## config.mk

```make
export PLATFORM = sky130hd
export DESIGN_NAME = slcd_ctrl
export DESIGN_NICKNAME = d
export VERILOG_FILES = /design/src/logic/slcd_pkg.sv /design/src/logic/slcd_ctrl.sv
export SDC_FILE = /design/constraint.sdc
export NUM_CORES = 1
export LEC_CHECK = 0
export ABC_AREA = 0
export BUFFER_PORTS_ARGS = -buffer_cell sky130_fd_sc_hd__buf_2
export CORE_MARGIN = 1.5
export CORE_UTILIZATION = 43
export DETAILED_ROUTE_END_ITERATION = 12
export PLACE_DENSITY = 0.58
export SKIP_CTS_REPAIR_TIMING = 1
export SYNTH_ARGS = -nofsm -noshare
export SYNTH_HDL_FRONTEND = slang
export SYNTH_SLANG_ARGS = --single-unit
```

## constraint.sdc

```tcl
create_clock -name pclk -period 4.84 [get_ports pclk]
set_clock_uncertainty 0.2 [all_clocks]
set_input_delay 0.242 -clock pclk [delete_from_list [all_inputs] [get_ports pclk]]
set_output_delay 0.242 -clock pclk [all_outputs]
set_load 0.05 [all_outputs]
```

## src/logic/slcd_pkg.sv

```systemverilog
// Purpose: Shared constants for the segment display controller.
// Assumes: Word-indexed registers on APB, byte address = index * 4.
// Notes:   Offsets below are register indexes.
package slcd_pkg;
    // ------------------------------------------------------------------
    // Register indexes
    // ------------------------------------------------------------------
    localparam logic [5:0] IDX_CTRL_ONE   = 6'h00;
    localparam logic [5:0] IDX_CTRL_TWO   = 6'h01;
    localparam logic [5:0] IDX_CTRL_THREE = 6'h02;
    localparam logic [5:0] IDX_CLK_SEL    = 6'h03;
    localparam logic [5:0] IDX_MASK_FIRST = 6'h04;
    localparam logic [5:0] IDX_MASK_LAST  = 6'h09;
    localparam logic [5:0] IDX_PIX_FIRST  = 6'h0C;
    localparam logic [5:0] IDX_PIX_LAST   = 6'h21;
    localparam logic [5:0] IDX_CTRL_FOUR  = 6'h2F;
    localparam int         PIX_BYTES      = 22;
    localparam int         SEG_COUNT      = 44;
    localparam logic [7:0] REG_RESET      = 8'h00;
    // ------------------------------------------------------------------
    // Field positions
    // ------------------------------------------------------------------
    localparam int POS_FLASH_SEL  = 6;   // ctrl_one [7:6]
    localparam int POS_FLASH_RATE = 3;   // ctrl_one [5:3]
    localparam int POS_MUX_RATIO  = 1;   // ctrl_one [2:1]
    localparam int POS_HALF_BIAS  = 0;   // ctrl_one [0]
    localparam int POS_PULSE_LEN  = 5;   // ctrl_two [7:5]
    localparam int POS_STRONG     = 4;   // ctrl_two [4]
    localparam int POS_CONTRAST   = 1;   // ctrl_two [3:1]
    localparam int POS_SUPPLY     = 0;   // ctrl_two [0]
    localparam int POS_DISP_EN    = 6;   // ctrl_three [6]
    localparam int POS_IRQ_EN     = 5;   // ctrl_three [5]
    localparam int POS_FLAG       = 4;   // ctrl_three [4]
    localparam int POS_CLEAR      = 3;   // ctrl_three [3]
    localparam int POS_BLANK      = 0;   // ctrl_three [2:0]
    localparam int POS_PWR_DIV    = 4;   // clock select [7:4]
    localparam int POS_FINE_DIV   = 0;   // clock select [3:0]
    localparam int POS_PAGE       = 2;   // ctrl_four [2]
    localparam int POS_EIGHTH     = 1;   // ctrl_four [1]
    localparam int POS_QUARTER    = 0;   // ctrl_four [0]
    localparam logic [7:0] CTRL3_RW_MASK = 8'h67;
    localparam logic [7:0] CTRL4_RW_MASK = 8'h07;
    localparam logic [7:0] MASK5_RW_MASK = 8'h0F;
    localparam logic [5:0] FINE_BASE     = 6'h10;
    // Bias codes driven to the analog divider
    localparam logic [1:0] BIAS_THIRD   = 2'h0;
    localparam logic [1:0] BIAS_HALF    = 2'h1;
    localparam logic [1:0] BIAS_QUARTER = 2'h2;
    typedef enum logic [1:0] {ST_IDLE, ST_ACTIVE, ST_BLANK} slcd_state_t;
endpackage

```

## src/logic/slcd_ctrl.sv

```systemverilog
// Purpose: Segment display controller: registers, clocking, frame sequencing.
// Assumes: APB slave, one wait state; analog divider and glass are outside.
// Notes:   Common and segment outputs are digital selects for the drivers.
//
// What this block does
// - Set the frame-start flag when the last common of an even frame begins.
// - Request interrupt only while flag is set and its enable is set.
// - Writing one to the clear bit clears the flag; clear bit reads zero.
// - Flash select chooses none, pixel 0/0, segment 0 all commons, or all pixels.
// - Flash rate divides frame base by 8 doubling up to 1024.
// - Multiplex field picks static, 1/2, 1/3, 1/4 duty; eighth-duty bit forces 1/8.
// - Half-bias bit picks 1/3 or 1/2 bias when quarter bias is off.
// - Quarter-bias bit selects 1/4 bias; software keeps half-bias at zero.
// - Each level change turns on strong drive for pulse-length prescaled cycles.
// - Strong drive pulse never exceeds half a frame base period.
// - Strong hold keeps the low-resistance divider on permanently.
// - A new contrast code takes effect only at the next frame start.
// - Supply source bit picks internal or external panel supply.
// - Clearing display enable mid-frame stops only at end of even frame.
// - Insert blank phases, 0 to 7, between frames with all levels zero.
// - Prescaled clock is input clock divided by two to the power divider.
// - Frame base period is fine divider plus 16 prescaled cycles.
// - Pin mask bit one makes pin a segment driver, zero leaves it GPIO.
// - Page select maps pixel window to commons 0-3 or 4-7.
// - Reserved bits of control three and four read as zero.
//
// Register access over APB was decided locally.
`timescale 1ns/1ns
module slcd_ctrl
    import slcd_pkg::*;
(
    // APB clock and reset
    input  wire logic                 pclk,
    input  wire logic                 presetn,
    // APB slave
    input  wire logic                 psel,
    input  wire logic                 penable,
    input  wire logic                 pwrite,
    input  wire logic [7:0]           paddr,
    input  wire logic [31:0]          pwdata,
    output logic      [31:0]          prdata,
    output logic                      pready,
    output logic                      pslverr,
    // Power mode
    input  wire logic                 halt_mode,
    // Interrupt and wake
    output logic                      irq,
    output logic                      wake_request,
    // Panel drive
    output logic      [7:0]           com_active,
    output logic      [SEG_COUNT-1:0] seg_data,
    output logic      [SEG_COUNT-1:0] seg_enable,
    output logic                      strong_drive,
    output logic      [1:0]           bias_sel,
    output logic      [2:0]           contrast_out,
    output logic                      supply_external,
    output logic                      display_on
);
    // ------------------------------------------------------------------
    // Storage
    // ------------------------------------------------------------------
    logic [7:0]  ctrl_one, ctrl_two, ctrl_three, clk_sel, ctrl_four;
    logic [7:0]  pin_mask [0:5];
    logic [7:0]  pix_mem  [0:2*PIX_BYTES-1];
    logic        frame_flag;
    slcd_state_t state;
    logic [2:0]  com_idx;
    logic        odd_frame;
    logic [2:0]  blank_cnt;
    logic [15:0] ps_cnt;
    logic [4:0]  fine_cnt;
    logic [9:0]  blink_cnt;
    logic [3:0]  pulse_cnt;
    logic        run;

    // APB decode
    logic       acc;
    logic       wr;
    logic [5:0] idx;
    logic       pix_hit;
    logic       mask_hit;
    logic       mapped;
    logic [5:0] pix_addr;
    assign acc      = psel & penable & pready;
    assign wr       = acc & pwrite;
    assign idx      = paddr[7:2];
    assign pix_hit  = (idx >= IDX_PIX_FIRST) && (idx <= IDX_PIX_LAST);
    assign mask_hit = (idx >= IDX_MASK_FIRST) && (idx <= IDX_MASK_LAST);
    // Unaligned byte addresses are refused like unmapped ones
    assign mapped   = (pix_hit | mask_hit | (idx == IDX_CTRL_ONE) | (idx == IDX_CTRL_TWO)
                    | (idx == IDX_CTRL_THREE) | (idx == IDX_CLK_SEL) | (idx == IDX_CTRL_FOUR))
                    & (paddr[1:0] == 2'h0);
    // Page bit selects which half of the pixel array the window reaches
    assign pix_addr = ctrl_four[POS_PAGE] ? (idx - IDX_PIX_FIRST + 6'(PIX_BYTES)) : (idx - IDX_PIX_FIRST);

    // Control fields
    logic [1:0] flash_sel;
    logic [2:0] flash_rate;
    logic [2:0] pulse_len;
    logic [2:0] blank_phases;
    logic [3:0] pwr_div;
    logic [3:0] fine_div;
    logic [2:0] last_com;
    assign flash_sel    = ctrl_one[POS_FLASH_SEL +: 2];
    assign flash_rate   = ctrl_one[POS_FLASH_RATE +: 3];
    assign pulse_len    = ctrl_two[POS_PULSE_LEN +: 3];
    assign blank_phases = ctrl_three[POS_BLANK +: 3];
    assign pwr_div      = clk_sel[POS_PWR_DIV +: 4];
    assign fine_div     = clk_sel[POS_FINE_DIV +: 4];

    // Last common index from the duty selection
    always_comb begin
        if (ctrl_four[POS_EIGHTH]) begin
            last_com = 3'h7;
        end else begin
            last_com = {1'b0, ctrl_one[POS_MUX_RATIO +: 2]};
        end
    end

    // ------------------------------------------------------------------
    // APB slave: one wait state, registered answer
    // ------------------------------------------------------------------
    // Answer phase with read data and error
    always_ff @(posedge pclk or negedge presetn) begin
        if (!presetn) begin
            pready  <= 1'b0;
            pslverr <= 1'b0;
            prdata  <= 32'h0000_0000;
        end else begin
            pready  <= psel & penable & ~pready;
            pslverr <= psel & penable & ~pready & ~mapped;
            prdata  <= 32'h0000_0000;
            if (psel && penable && !pready && !pwrite && mapped) begin
                if (pix_hit) begin
                    prdata[7:0] <= pix_mem[pix_addr];
                end else if (mask_hit) begin
                    prdata[7:0] <= pin_mask[3'(idx - IDX_MASK_FIRST)];
                end else begin
                    unique case (idx)
                        IDX_CTRL_ONE:   prdata[7:0] <= ctrl_one;
                        IDX_CTRL_TWO:   prdata[7:0] <= ctrl_two;
                        IDX_CTRL_THREE: prdata[7:0] <= (ctrl_three & CTRL3_RW_MASK)
                                                       | (8'(frame_flag) << POS_FLAG);
                        IDX_CLK_SEL:    prdata[7:0] <= clk_sel;
                        default:        prdata[7:0] <= ctrl_four & CTRL4_RW_MASK;
                    endcase
                end
            end
        end
    end

    // Control register writes
    always_ff @(posedge pclk or negedge presetn) begin
        if (!presetn) begin
            ctrl_one   <= REG_RESET;
            ctrl_two   <= REG_RESET;
            ctrl_three <= REG_RESET;
            clk_sel    <= REG_RESET;
            ctrl_four  <= REG_RESET;
        end else if (wr && paddr[1:0] == 2'h0) begin
            if (idx == IDX_CTRL_ONE)   ctrl_one   <= pwdata[7:0];
            if (idx == IDX_CTRL_TWO)   ctrl_two   <= pwdata[7:0];
            if (idx == IDX_CTRL_THREE) ctrl_three <= pwdata[7:0] & CTRL3_RW_MASK;
            if (idx == IDX_CLK_SEL)    clk_sel    <= pwdata[7:0];
            if (idx == IDX_CTRL_FOUR)  ctrl_four  <= pwdata[7:0] & CTRL4_RW_MASK;
        end
    end

    // Pin masks and pixel memory
    always_ff @(posedge pclk or negedge presetn) begin
        if (!presetn) begin
            for (int i = 0; i < 6; i++) pin_mask[i] <= REG_RESET;
            for (int i = 0; i < 2*PIX_BYTES; i++) pix_mem[i] <= REG_RESET;
        end else if (wr && paddr[1:0] == 2'h0) begin
            if (mask_hit) begin
                pin_mask[3'(idx - IDX_MASK_FIRST)] <= (idx == IDX_MASK_LAST) ? (pwdata[7:0] & MASK5_RW_MASK)
                                                                             : pwdata[7:0];
            end
            if (pix_hit) begin
                pix_mem[pix_addr] <= pwdata[7:0];
            end
        end
    end

    // ------------------------------------------------------------------
    // Clock generation
    // ------------------------------------------------------------------
    logic [15:0] ps_mask;
    logic        ps_tick;
    logic        fb_tick;
    assign ps_mask = (16'h0001 << pwr_div) - 16'h0001;
    assign ps_tick = ((ps_cnt | ~ps_mask) == 16'hFFFF);
    assign fb_tick = ps_tick && (fine_cnt == 5'(FINE_BASE + {2'h0, fine_div} - 6'h01));

    // Prescaler and fine divider
    always_ff @(posedge pclk or negedge presetn) begin
        if (!presetn) begin
            ps_cnt   <= 16'h0000;
            fine_cnt <= 5'h00;
        end else if (!halt_mode) begin
            ps_cnt <= ps_cnt + 16'h0001;
            if (fb_tick) begin
                fine_cnt <= 5'h00;
            end else if (ps_tick) begin
                fine_cnt <= fine_cnt + 5'h01;
            end
        end
    end

    // ------------------------------------------------------------------
    // Frame sequencer
    // ------------------------------------------------------------------
    slcd_state_t next_state;
    logic [2:0]  next_com;
    logic        next_odd;
    logic        new_frame;
    always_comb begin
        next_state = state;
        next_com   = com_idx;
        next_odd   = odd_frame;
        new_frame  = 1'b0;
        unique case (state)
            ST_IDLE: begin
                if (run) begin
                    next_state = ST_ACTIVE;
                    next_com   = 3'h0;
                    next_odd   = 1'b0;
                    new_frame  = 1'b1;
                end
            end
            ST_ACTIVE: begin
                if (com_idx >= last_com) begin
                    if (!odd_frame && !ctrl_three[POS_DISP_EN]) begin
                        next_state = ST_IDLE;
                    end else if (blank_phases != 3'h0) begin
                        next_state = ST_BLANK;
                    end else begin
                        next_com  = 3'h0;
                        next_odd  = ~odd_frame;
                        new_frame = 1'b1;
                    end
                end else begin
                    next_com = com_idx + 3'h1;
                end
            end
            ST_BLANK: begin
                if (blank_cnt + 3'h1 >= blank_phases) begin
                    next_state = ST_ACTIVE;
                    next_com   = 3'h0;
                    next_odd   = ~odd_frame;
                    new_frame  = 1'b1;
                end
            end
            default: next_state = ST_IDLE;
        endcase
    end

    // Sequencer state, advanced once per frame base period
    always_ff @(posedge pclk or negedge presetn) begin
        if (!presetn) begin
            state     <= ST_IDLE;
            com_idx   <= 3'h0;
            odd_frame <= 1'b0;
            blank_cnt <= 3'h0;
        end else if (fb_tick && !halt_mode) begin
            state     <= next_state;
            com_idx   <= next_com;
            odd_frame <= next_odd;
            blank_cnt <= (state == ST_BLANK) ? blank_cnt + 3'h1 : 3'h0;
        end
    end

    // Run request: follows the display enable bit at once; the sequencer stops only at an even frame end
    assign run = ctrl_three[POS_DISP_EN];

    // Start of frame flag, set wins over clear
    logic sof_event;
    assign sof_event = fb_tick && !halt_mode && (next_state == ST_ACTIVE) && (next_com == last_com)
                       && !next_odd && (new_frame || (com_idx != next_com));
    always_ff @(posedge pclk or negedge presetn) begin
        if (!presetn) begin
            frame_flag <= 1'b0;
        end else if (sof_event) begin
            frame_flag <= 1'b1;
        end else if (wr && idx == IDX_CTRL_THREE && paddr[1:0] == 2'h0 && pwdata[POS_CLEAR]) begin
            frame_flag <= 1'b0;
        end
    end

    // Interrupt level and wake request
    always_ff @(posedge pclk or negedge presetn) begin
        if (!presetn) begin
            irq          <= 1'b0;
            wake_request <= 1'b0;
        end else begin
            irq          <= frame_flag & ctrl_three[POS_IRQ_EN];
            wake_request <= frame_flag & ctrl_three[POS_IRQ_EN] & ~halt_mode;
        end
    end

    // ------------------------------------------------------------------
    // Strong drive pulse
    // ------------------------------------------------------------------
    logic [3:0] half_fb;
    logic [3:0] pulse_load;
    assign half_fb    = 4'((FINE_BASE + {2'h0, fine_div}) >> 1);
    assign pulse_load = ({1'b0, pulse_len} > half_fb) ? half_fb : {1'b0, pulse_len};
    always_ff @(posedge pclk or negedge presetn) begin
        if (!presetn) begin
            pulse_cnt <= 4'h0;
        end else if (fb_tick && !halt_mode && (state != ST_IDLE || next_state != ST_IDLE)) begin
            pulse_cnt <= pulse_load;
        end else if (ps_tick && pulse_cnt != 4'h0 && !halt_mode) begin
            pulse_cnt <= pulse_cnt - 4'h1;
        end
    end

    // ------------------------------------------------------------------
    // Blink and panel outputs
    // ------------------------------------------------------------------
    always_ff @(posedge pclk or negedge presetn) begin
        if (!presetn) begin
            blink_cnt <= 10'h000;
        end else if (fb_tick && !halt_mode) begin
            blink_cnt <= blink_cnt + 10'h001;
        end
    end

    logic             blink_dark;
    logic [111:0]     low_rows;
    logic [SEG_COUNT-1:0] row_bits;
    logic [SEG_COUNT-1:0] flash_mask;
    logic [5:0]       base;
    // Bit index reaches 9, so it needs four bits
    assign blink_dark = blink_cnt[{1'b0, flash_rate} + 4'h2];
    // Page base plus byte offset reaches 43, so six bits
    assign base       = com_idx[2] ? 6'(PIX_BYTES) : 6'h00;
    always_comb begin
        low_rows = '0;
        for (int b = 0; b < 14; b++) begin
            low_rows[b*8 +: 8] = pix_mem[base + 6'(b)];
        end
        row_bits = {pix_mem[base + 6'(15 + 2*com_idx[1:0])],
                    pix_mem[base + 6'(14 + 2*com_idx[1:0])],
                    low_rows[28*com_idx[1:0] +: 28]};
        flash_mask = '0;
        unique case (flash_sel)
            2'h0: flash_mask = '0;
            2'h1: flash_mask[0] = (com_idx == 3'h0);
            2'h2: flash_mask[0] = 1'b1;
            2'h3: flash_mask = '1;
        endcase
    end

    // Registered panel drive
    always_ff @(posedge pclk or negedge presetn) begin
        if (!presetn) begin
            com_active      <= 8'h00;
            seg_data        <= '0;
            seg_enable      <= '0;
            strong_drive    <= 1'b0;
            bias_sel        <= BIAS_THIRD;
            contrast_out    <= 3'h0;
            supply_external <= 1'b0;
            display_on      <= 1'b0;
        end else begin
            if (state == ST_ACTIVE) begin
                com_active <= 8'h01 << com_idx;
                seg_data   <= row_bits & ~(flash_mask & {SEG_COUNT{blink_dark}}) & seg_enable;
            end else begin
                com_active <= 8'h00;
                seg_data   <= '0;
            end
            seg_enable      <= {pin_mask[5][3:0], pin_mask[4], pin_mask[3],
                                pin_mask[2], pin_mask[1], pin_mask[0]};
            strong_drive    <= ctrl_two[POS_STRONG] | (pulse_cnt != 4'h0);
            if (ctrl_four[POS_QUARTER]) begin
                bias_sel <= BIAS_QUARTER;
            end else begin
                bias_sel <= ctrl_one[POS_HALF_BIAS] ? BIAS_HALF : BIAS_THIRD;
            end
            if (fb_tick && new_frame && !halt_mode) begin
                contrast_out <= ctrl_two[POS_CONTRAST +: 3];
            end
            supply_external <= ctrl_two[POS_SUPPLY];
            display_on      <= (state != ST_IDLE);
        end
    end
endmodule

```

* Yosys cells after proc, flatten, opt, wreduce, memory -nomap -nowiden
Index checks and enable logic that the tools add are counted.
** Storage, ports and cells
- Flip-flop bits (word level) :: 593
- Input port bits :: 46
- Output and inout bits :: 140
- Logic and storage cells :: 359
** Operators by class
- $add $sub $neg :: 30
- Multiply operators :: 1
- $lt $le $gt $ge :: 28
- Eq/ne operators :: 15
- Shift-type cells :: 3
- Multiplexer cells :: 108
- Bitwise operators :: 44
- Reductions and logical operators :: 53
** Operators with widths (number)
- binary-select mux 8 bit (select 6 bit) :: 17
- bitwise mux 352 bit :: 1
- two-way mux 8 bit :: 43
- AND 44 bit :: 3
- greater-or-equal comparator 7 bit (second input constant) :: 17
- NOT 6 -> 7 bit :: 16
- variable part select 112 x 8 -> 28 bit :: 1
- bitwise mux 48 bit :: 1
- demux 8 bit (select 6 bit) :: 1
- two-way mux 44 bit :: 1
- NOT 44 bit :: 1
- two-way mux 43 bit :: 1
- adder 5 x 4 -> 6 bit (second input constant) :: 6
- case mux 8 bit (4 select lines) :: 1
- adder 5 x 3 -> 6 bit (second input constant) :: 4
- binary-select mux 8 bit (select 3 bit) :: 1
- demux 8 bit (select 3 bit) :: 1
- logical AND 1 bit :: 24
- two-way mux 3 bit :: 7
- adder 16 x 1 -> 16 bit (second input constant) :: 1
- equality test 16 bit (second input constant) :: 1
- NOT 16 bit :: 1
- OR 16 bit :: 1
- AND reduction 2 bit :: 8
- 61 further kinds :: 123

* Logic depth before layout (Yosys ltp)
- Word-level depth :: 12
- Mapped depth :: 16
- Depth with buffers taken out :: 11

* Worst setup path before layout
No wires, ideal clock.
- Kind :: register to register
- Start :: register com_idx[0]
- End :: register seg_data[33]
- Library setup time :: 0.135 ns
- Data arrival time :: 4.058 ns
- Data required time :: 4.505 ns
- Slack :: 0.447 ns
- Cell stages (with the launch flop) :: 15
- Path buffers :: 6
- Clock period less this slack :: 4.393 ns
- Cells stage by stage :: dfrtp_1 -> clkbuf_1 -> clkbuf_1 -> clkbuf_1 -> inv_1 -> ha_1 -> inv_1 -> ha_1 -> buf_2 -> buf_1 -> buf_1 -> mux4_2 -> mux4_2 -> a22oi_1 -> nor3b_1
** Between the ends
- Cells in the longest elaborated chain, start to end :: 9
** RTL lines
- from (decl) :: line slcd_ctrl.sv:67 : logic [2:0] com_idx;
- from (signal assigned) :: line slcd_ctrl.sv:267 : com_idx <= next_com;
- adder 4 x 3 -> 5 bit :: line slcd_ctrl.sv:344 : pix_mem[base + 6'(14 + 2*com_idx[1:0])],
- adder 5 x 5 -> 6 bit :: line slcd_ctrl.sv:344
- NOT 6 -> 7 bit (not written as such) :: line slcd_ctrl.sv:344
- binary-select mux 8 bit (select 6 bit) :: line slcd_ctrl.sv:344
- two-way mux 8 bit (not written as such) (2 in a row) :: line slcd_ctrl.sv:344
- AND 44 bit (2 in a row) :: line slcd_ctrl.sv:369 : seg_data <= row_bits & ~(flash_mask & {SEG_COUNT{blink_dark}}) & seg_enable;
- two-way mux 44 bit :: line slcd_ctrl.sv:367 : if (state == ST_ACTIVE) begin
- to (signal assigned) :: line slcd_ctrl.sv:369
- to (decl) :: line slcd_ctrl.sv:51 : output logic [SEG_COUNT-1:0] seg_data,
No other way between the ends. The select of a mux whose other input is x is not followed.
A chain may end at the register's enable or synchronous reset.

* Worst setup path after layout
- Start :: register com_idx[2]
- End :: register seg_data[40]
** Between the ends
- Cells in the longest elaborated chain, start to end :: 9
** RTL lines
- two-way mux 5 bit :: line slcd_ctrl.sv:337 : assign base = com_idx[2] ? 6'(PIX_BYTES) : 6'h00;
- adder 5 x 5 -> 6 bit :: line slcd_ctrl.sv:343 : row_bits = {pix_mem[base + 6'(15 + 2*com_idx[1:0])],
- NOT 6 -> 7 bit (not written as such) :: line slcd_ctrl.sv:343
- binary-select mux 8 bit (select 6 bit) :: line slcd_ctrl.sv:343
- two-way mux 8 bit (not written as such) (2 in a row) :: line slcd_ctrl.sv:343
- AND 44 bit (2 in a row) :: line slcd_ctrl.sv:369
- two-way mux 44 bit :: line slcd_ctrl.sv:367
No other way between the ends. The select of a mux whose other input is x is not followed.

==> qor.csv <==
metric,value,unit
initial core utilization,43.3,%
Pins Over Slew Limit,0,
leakage,0.0165,µW
Final ANT Viol Nets,0,
clock sinks,592,
"setup slack, reg-to-reg",0.68,ns
TritonCTS buffer count,68,
Skew-Pair Late Insertion Delay,0.65,ns
CTS tree,done,
reg2reg path depth,9,
register area share after synthesis,47.0,%
last element of the critical path,seg_data[40]$_DFF_PN0_,
Core Region,72700,µm²
Bufs on Longest Clock Path,3,
Rows,99,
Final Power,11700,µW
status,finished clean,
Netlist cell types,85,
Sequential cell area,14800,µm²
CP Capture Type,flop,
Final GP Congestion,1.02,
fin crit period,4.16,ns
Tcrit/Tclk final,85.9,%
area grow syn2layout,13.6,%
worst reg2reg path startpoint,com_idx[2]$_DFFE_PN0P_,
Vias per Instance,6.58,
first-pass GRT wire length,171000,µm
# Max-Cap Violations,0,
asr flop ratio synth,100,%
Critical path origin,com_idx[2]$_DFFE_PN0P_,
synth warn,0,
most frequent cells in the layout,"dfrtp_1 (590), mux2_2 (448), mux4_2 (162)",
first drt pass iteration count,7,
syn_area_per_cell,13.0,µm²
unrepaired setup endpoints after global routing,no,
dpl hpwl,85700,µm
DRT iter0 DRCs,2558,
"Worst Path Class, Setup",flop to flop,
crit path max-delay cell type,a22oi_1,
footprint of the multi-input gates,15700,µm²
slowest cell delay on critical path,0.71,ns
Peak VDD IR,265,µV
DR vias,23600,
GRT Overall Usage,32.0,%
Worst Path Arrival,4.44,ns
detailed-route DRC error count,0,
Worst Path Required,5.12,ns
IO Count,186,
die area,74900,µm²
layout cell share with drive strength beyond 1,38.9,%
Avg WL per Cell,33.2,µm
vias in the first global route,23400,
final WL,119000,µm
highest clock rate,240,MHz
Syn Inst Count,2431,
pwr/cell area,326,nW/µm²
initial antenna violation count,10,
hold path depth,3,
grt ovf,0,
Root Buffer,clkbuf_16,
ys flop type,dfrtp_1,
cell area after synthesis,31500,µm²
final setup vio count,0,
largest net degree at the start of global routing,134,
"FF+latch count, synth",592,
Slew @ Worst Pin,1.24,ns
Worst-path clk slew,0.06,ns
H-tree depth,3,
Final nets,2647,
Worst Path Max Fanout,34,
"commonest non-fill, non-tap cell in the layout",dfrtp_1,
Port Buffers,137,
Layout fillers,6326,
Slew Limit Headroom,17.5,%
Setup TNS,0,ns
final hold vios,0,
CP startpoint kind,flop,
reg2reg end,seg_data[40]$_DFF_PN0_,
Post-synth EDFFs,0,
Die Span X,274,µm
worst min-delay path class,primary input to flop,
Die Y,274,µm
crit-path cells,inv_1 -> ha_1 -> inv_1 -> ha_4 -> buf_4 -> mux4_2 -> mux4_2 -> a22oi_1 -> nor3b_1,
[worst min path at each step]
stage	endpoint	slack (ns)	startpoint
after global routing	ctrl_four[0]$_DFFE_PN0P_	0.02	paddr[6]
after global placement	com_active[7]$_DFF_PN0_	0.14	presetn
after floorplan	bias_sel[0]$_DFF_PN0_	-0.25	presetn
after CTS	pix_mem[106]$_DFFE_PN0P_	-0.52	presetn
final	ctrl_four[0]$_DFFE_PN0P_	0.01	paddr[6]
after detailed placement	blink_cnt[6]$_DFFE_PN0P_	0.13	presetn
[Yosys cell counts (28+ instances only)]
master	instances	area, µm²
a21oi_1	52	260
mux4_2	162	3650
buf_1	28	105
nor2_1	81	304
nor3_1	34	170
mux2i_1	114	1140
ha_1	32	400
nand3_1	33	165
mux2_2	448	5040
o22ai_1	97	607
o21ai_0	42	210
a22oi_1	36	270
buf_4	31	233
dfrtp_1	592	14800
clkbuf_1	104	390
buf_2	37	185
nor3b_1	46	345
inv_1	42	158
nand2_1	73	274
[layout make-up]
type / count / area share, %
antenna: 5 / 0.0350
clock buffer: 91 / 5.22
clock inverter: 26 / 1.07
inverter: 44 / 0.461
multi-input combinational: 1617 / 43.9
sequential: 592 / 41.4
tap: 959 / 3.35
timing repair buffer: 246 / 4.53
[per-stage QoR]
step	area, µm²	setup slack [ns]	util [%]	cells	hold slack (ns)
after floorplan	31600	0.447	-	2454	-0.254
after global placement	33500	0.789	46.0	3452	0.139
after detailed placement	33500	0.726	46.0	3452	0.125
after CTS	35700	0.707	49.1	3569	-0.524
after global routing	35800	0.339	49.2	3576	0.0228
final	35800	0.682	49.2	3580	0.0123
[state kept, by name (all words and copies together), names as in the netlist, 4 cells and up]
name,count
prdata,8
com_active,8
ctrl_one,8
pix_mem,352
seg_data,44
pin_mask,48
seg_enable,44
ctrl_two,8
pulse_cnt,4
fine_cnt,5
ps_cnt,15
blink_cnt,10
clk_sel,8
ctrl_three,5
[logic make-up after synthesis]
kind of cell | share of synthesized area [%]
compound gates | 8.39
xor+xnor | 1.21
fa+ha+maj | 1.27
buf+inv | 3.46
flops | 47.0
mux | 31.2
other cells | 0.0119
simple gates | 7.41
[worst max-delay path, delay by kind of cell, from the launching register on]
kind	cells	cell delay, ns
flip-flops	1	0.47
AND/OR/NAND/NOR	1	0.13
buffers and inverters	3	0.70
AO/OA/AOI/OAI	1	0.71
multiplexers	2	0.89
adder cells (fa/ha/maj)	2	0.85
[metal layers]
metal | GRT usage, % | up-vias | part of all wire, %
li1 | - | 9517 | -
met5 | 0 | - | 0.034
met4 | 20.9 | 6 | 7.5
met3 | 6.32 | 381 | 8.0
met1 | 40.9 | 12400 | 38
met2 | 49.5 | 1272 | 46
[power breakdown]
| group | internal [µW] | switching [µW] | leakage, µW |
|---|---|---|---|
| clock network | 3020 | 2220 | 0.00110 |
| logic | 353 | 865 | 0.00722 |
| registers | 5050 | 145 | 0.00819 |
| total | 8430 | 3230 | 0.0165 |
(Power assumes the default switching activity.)
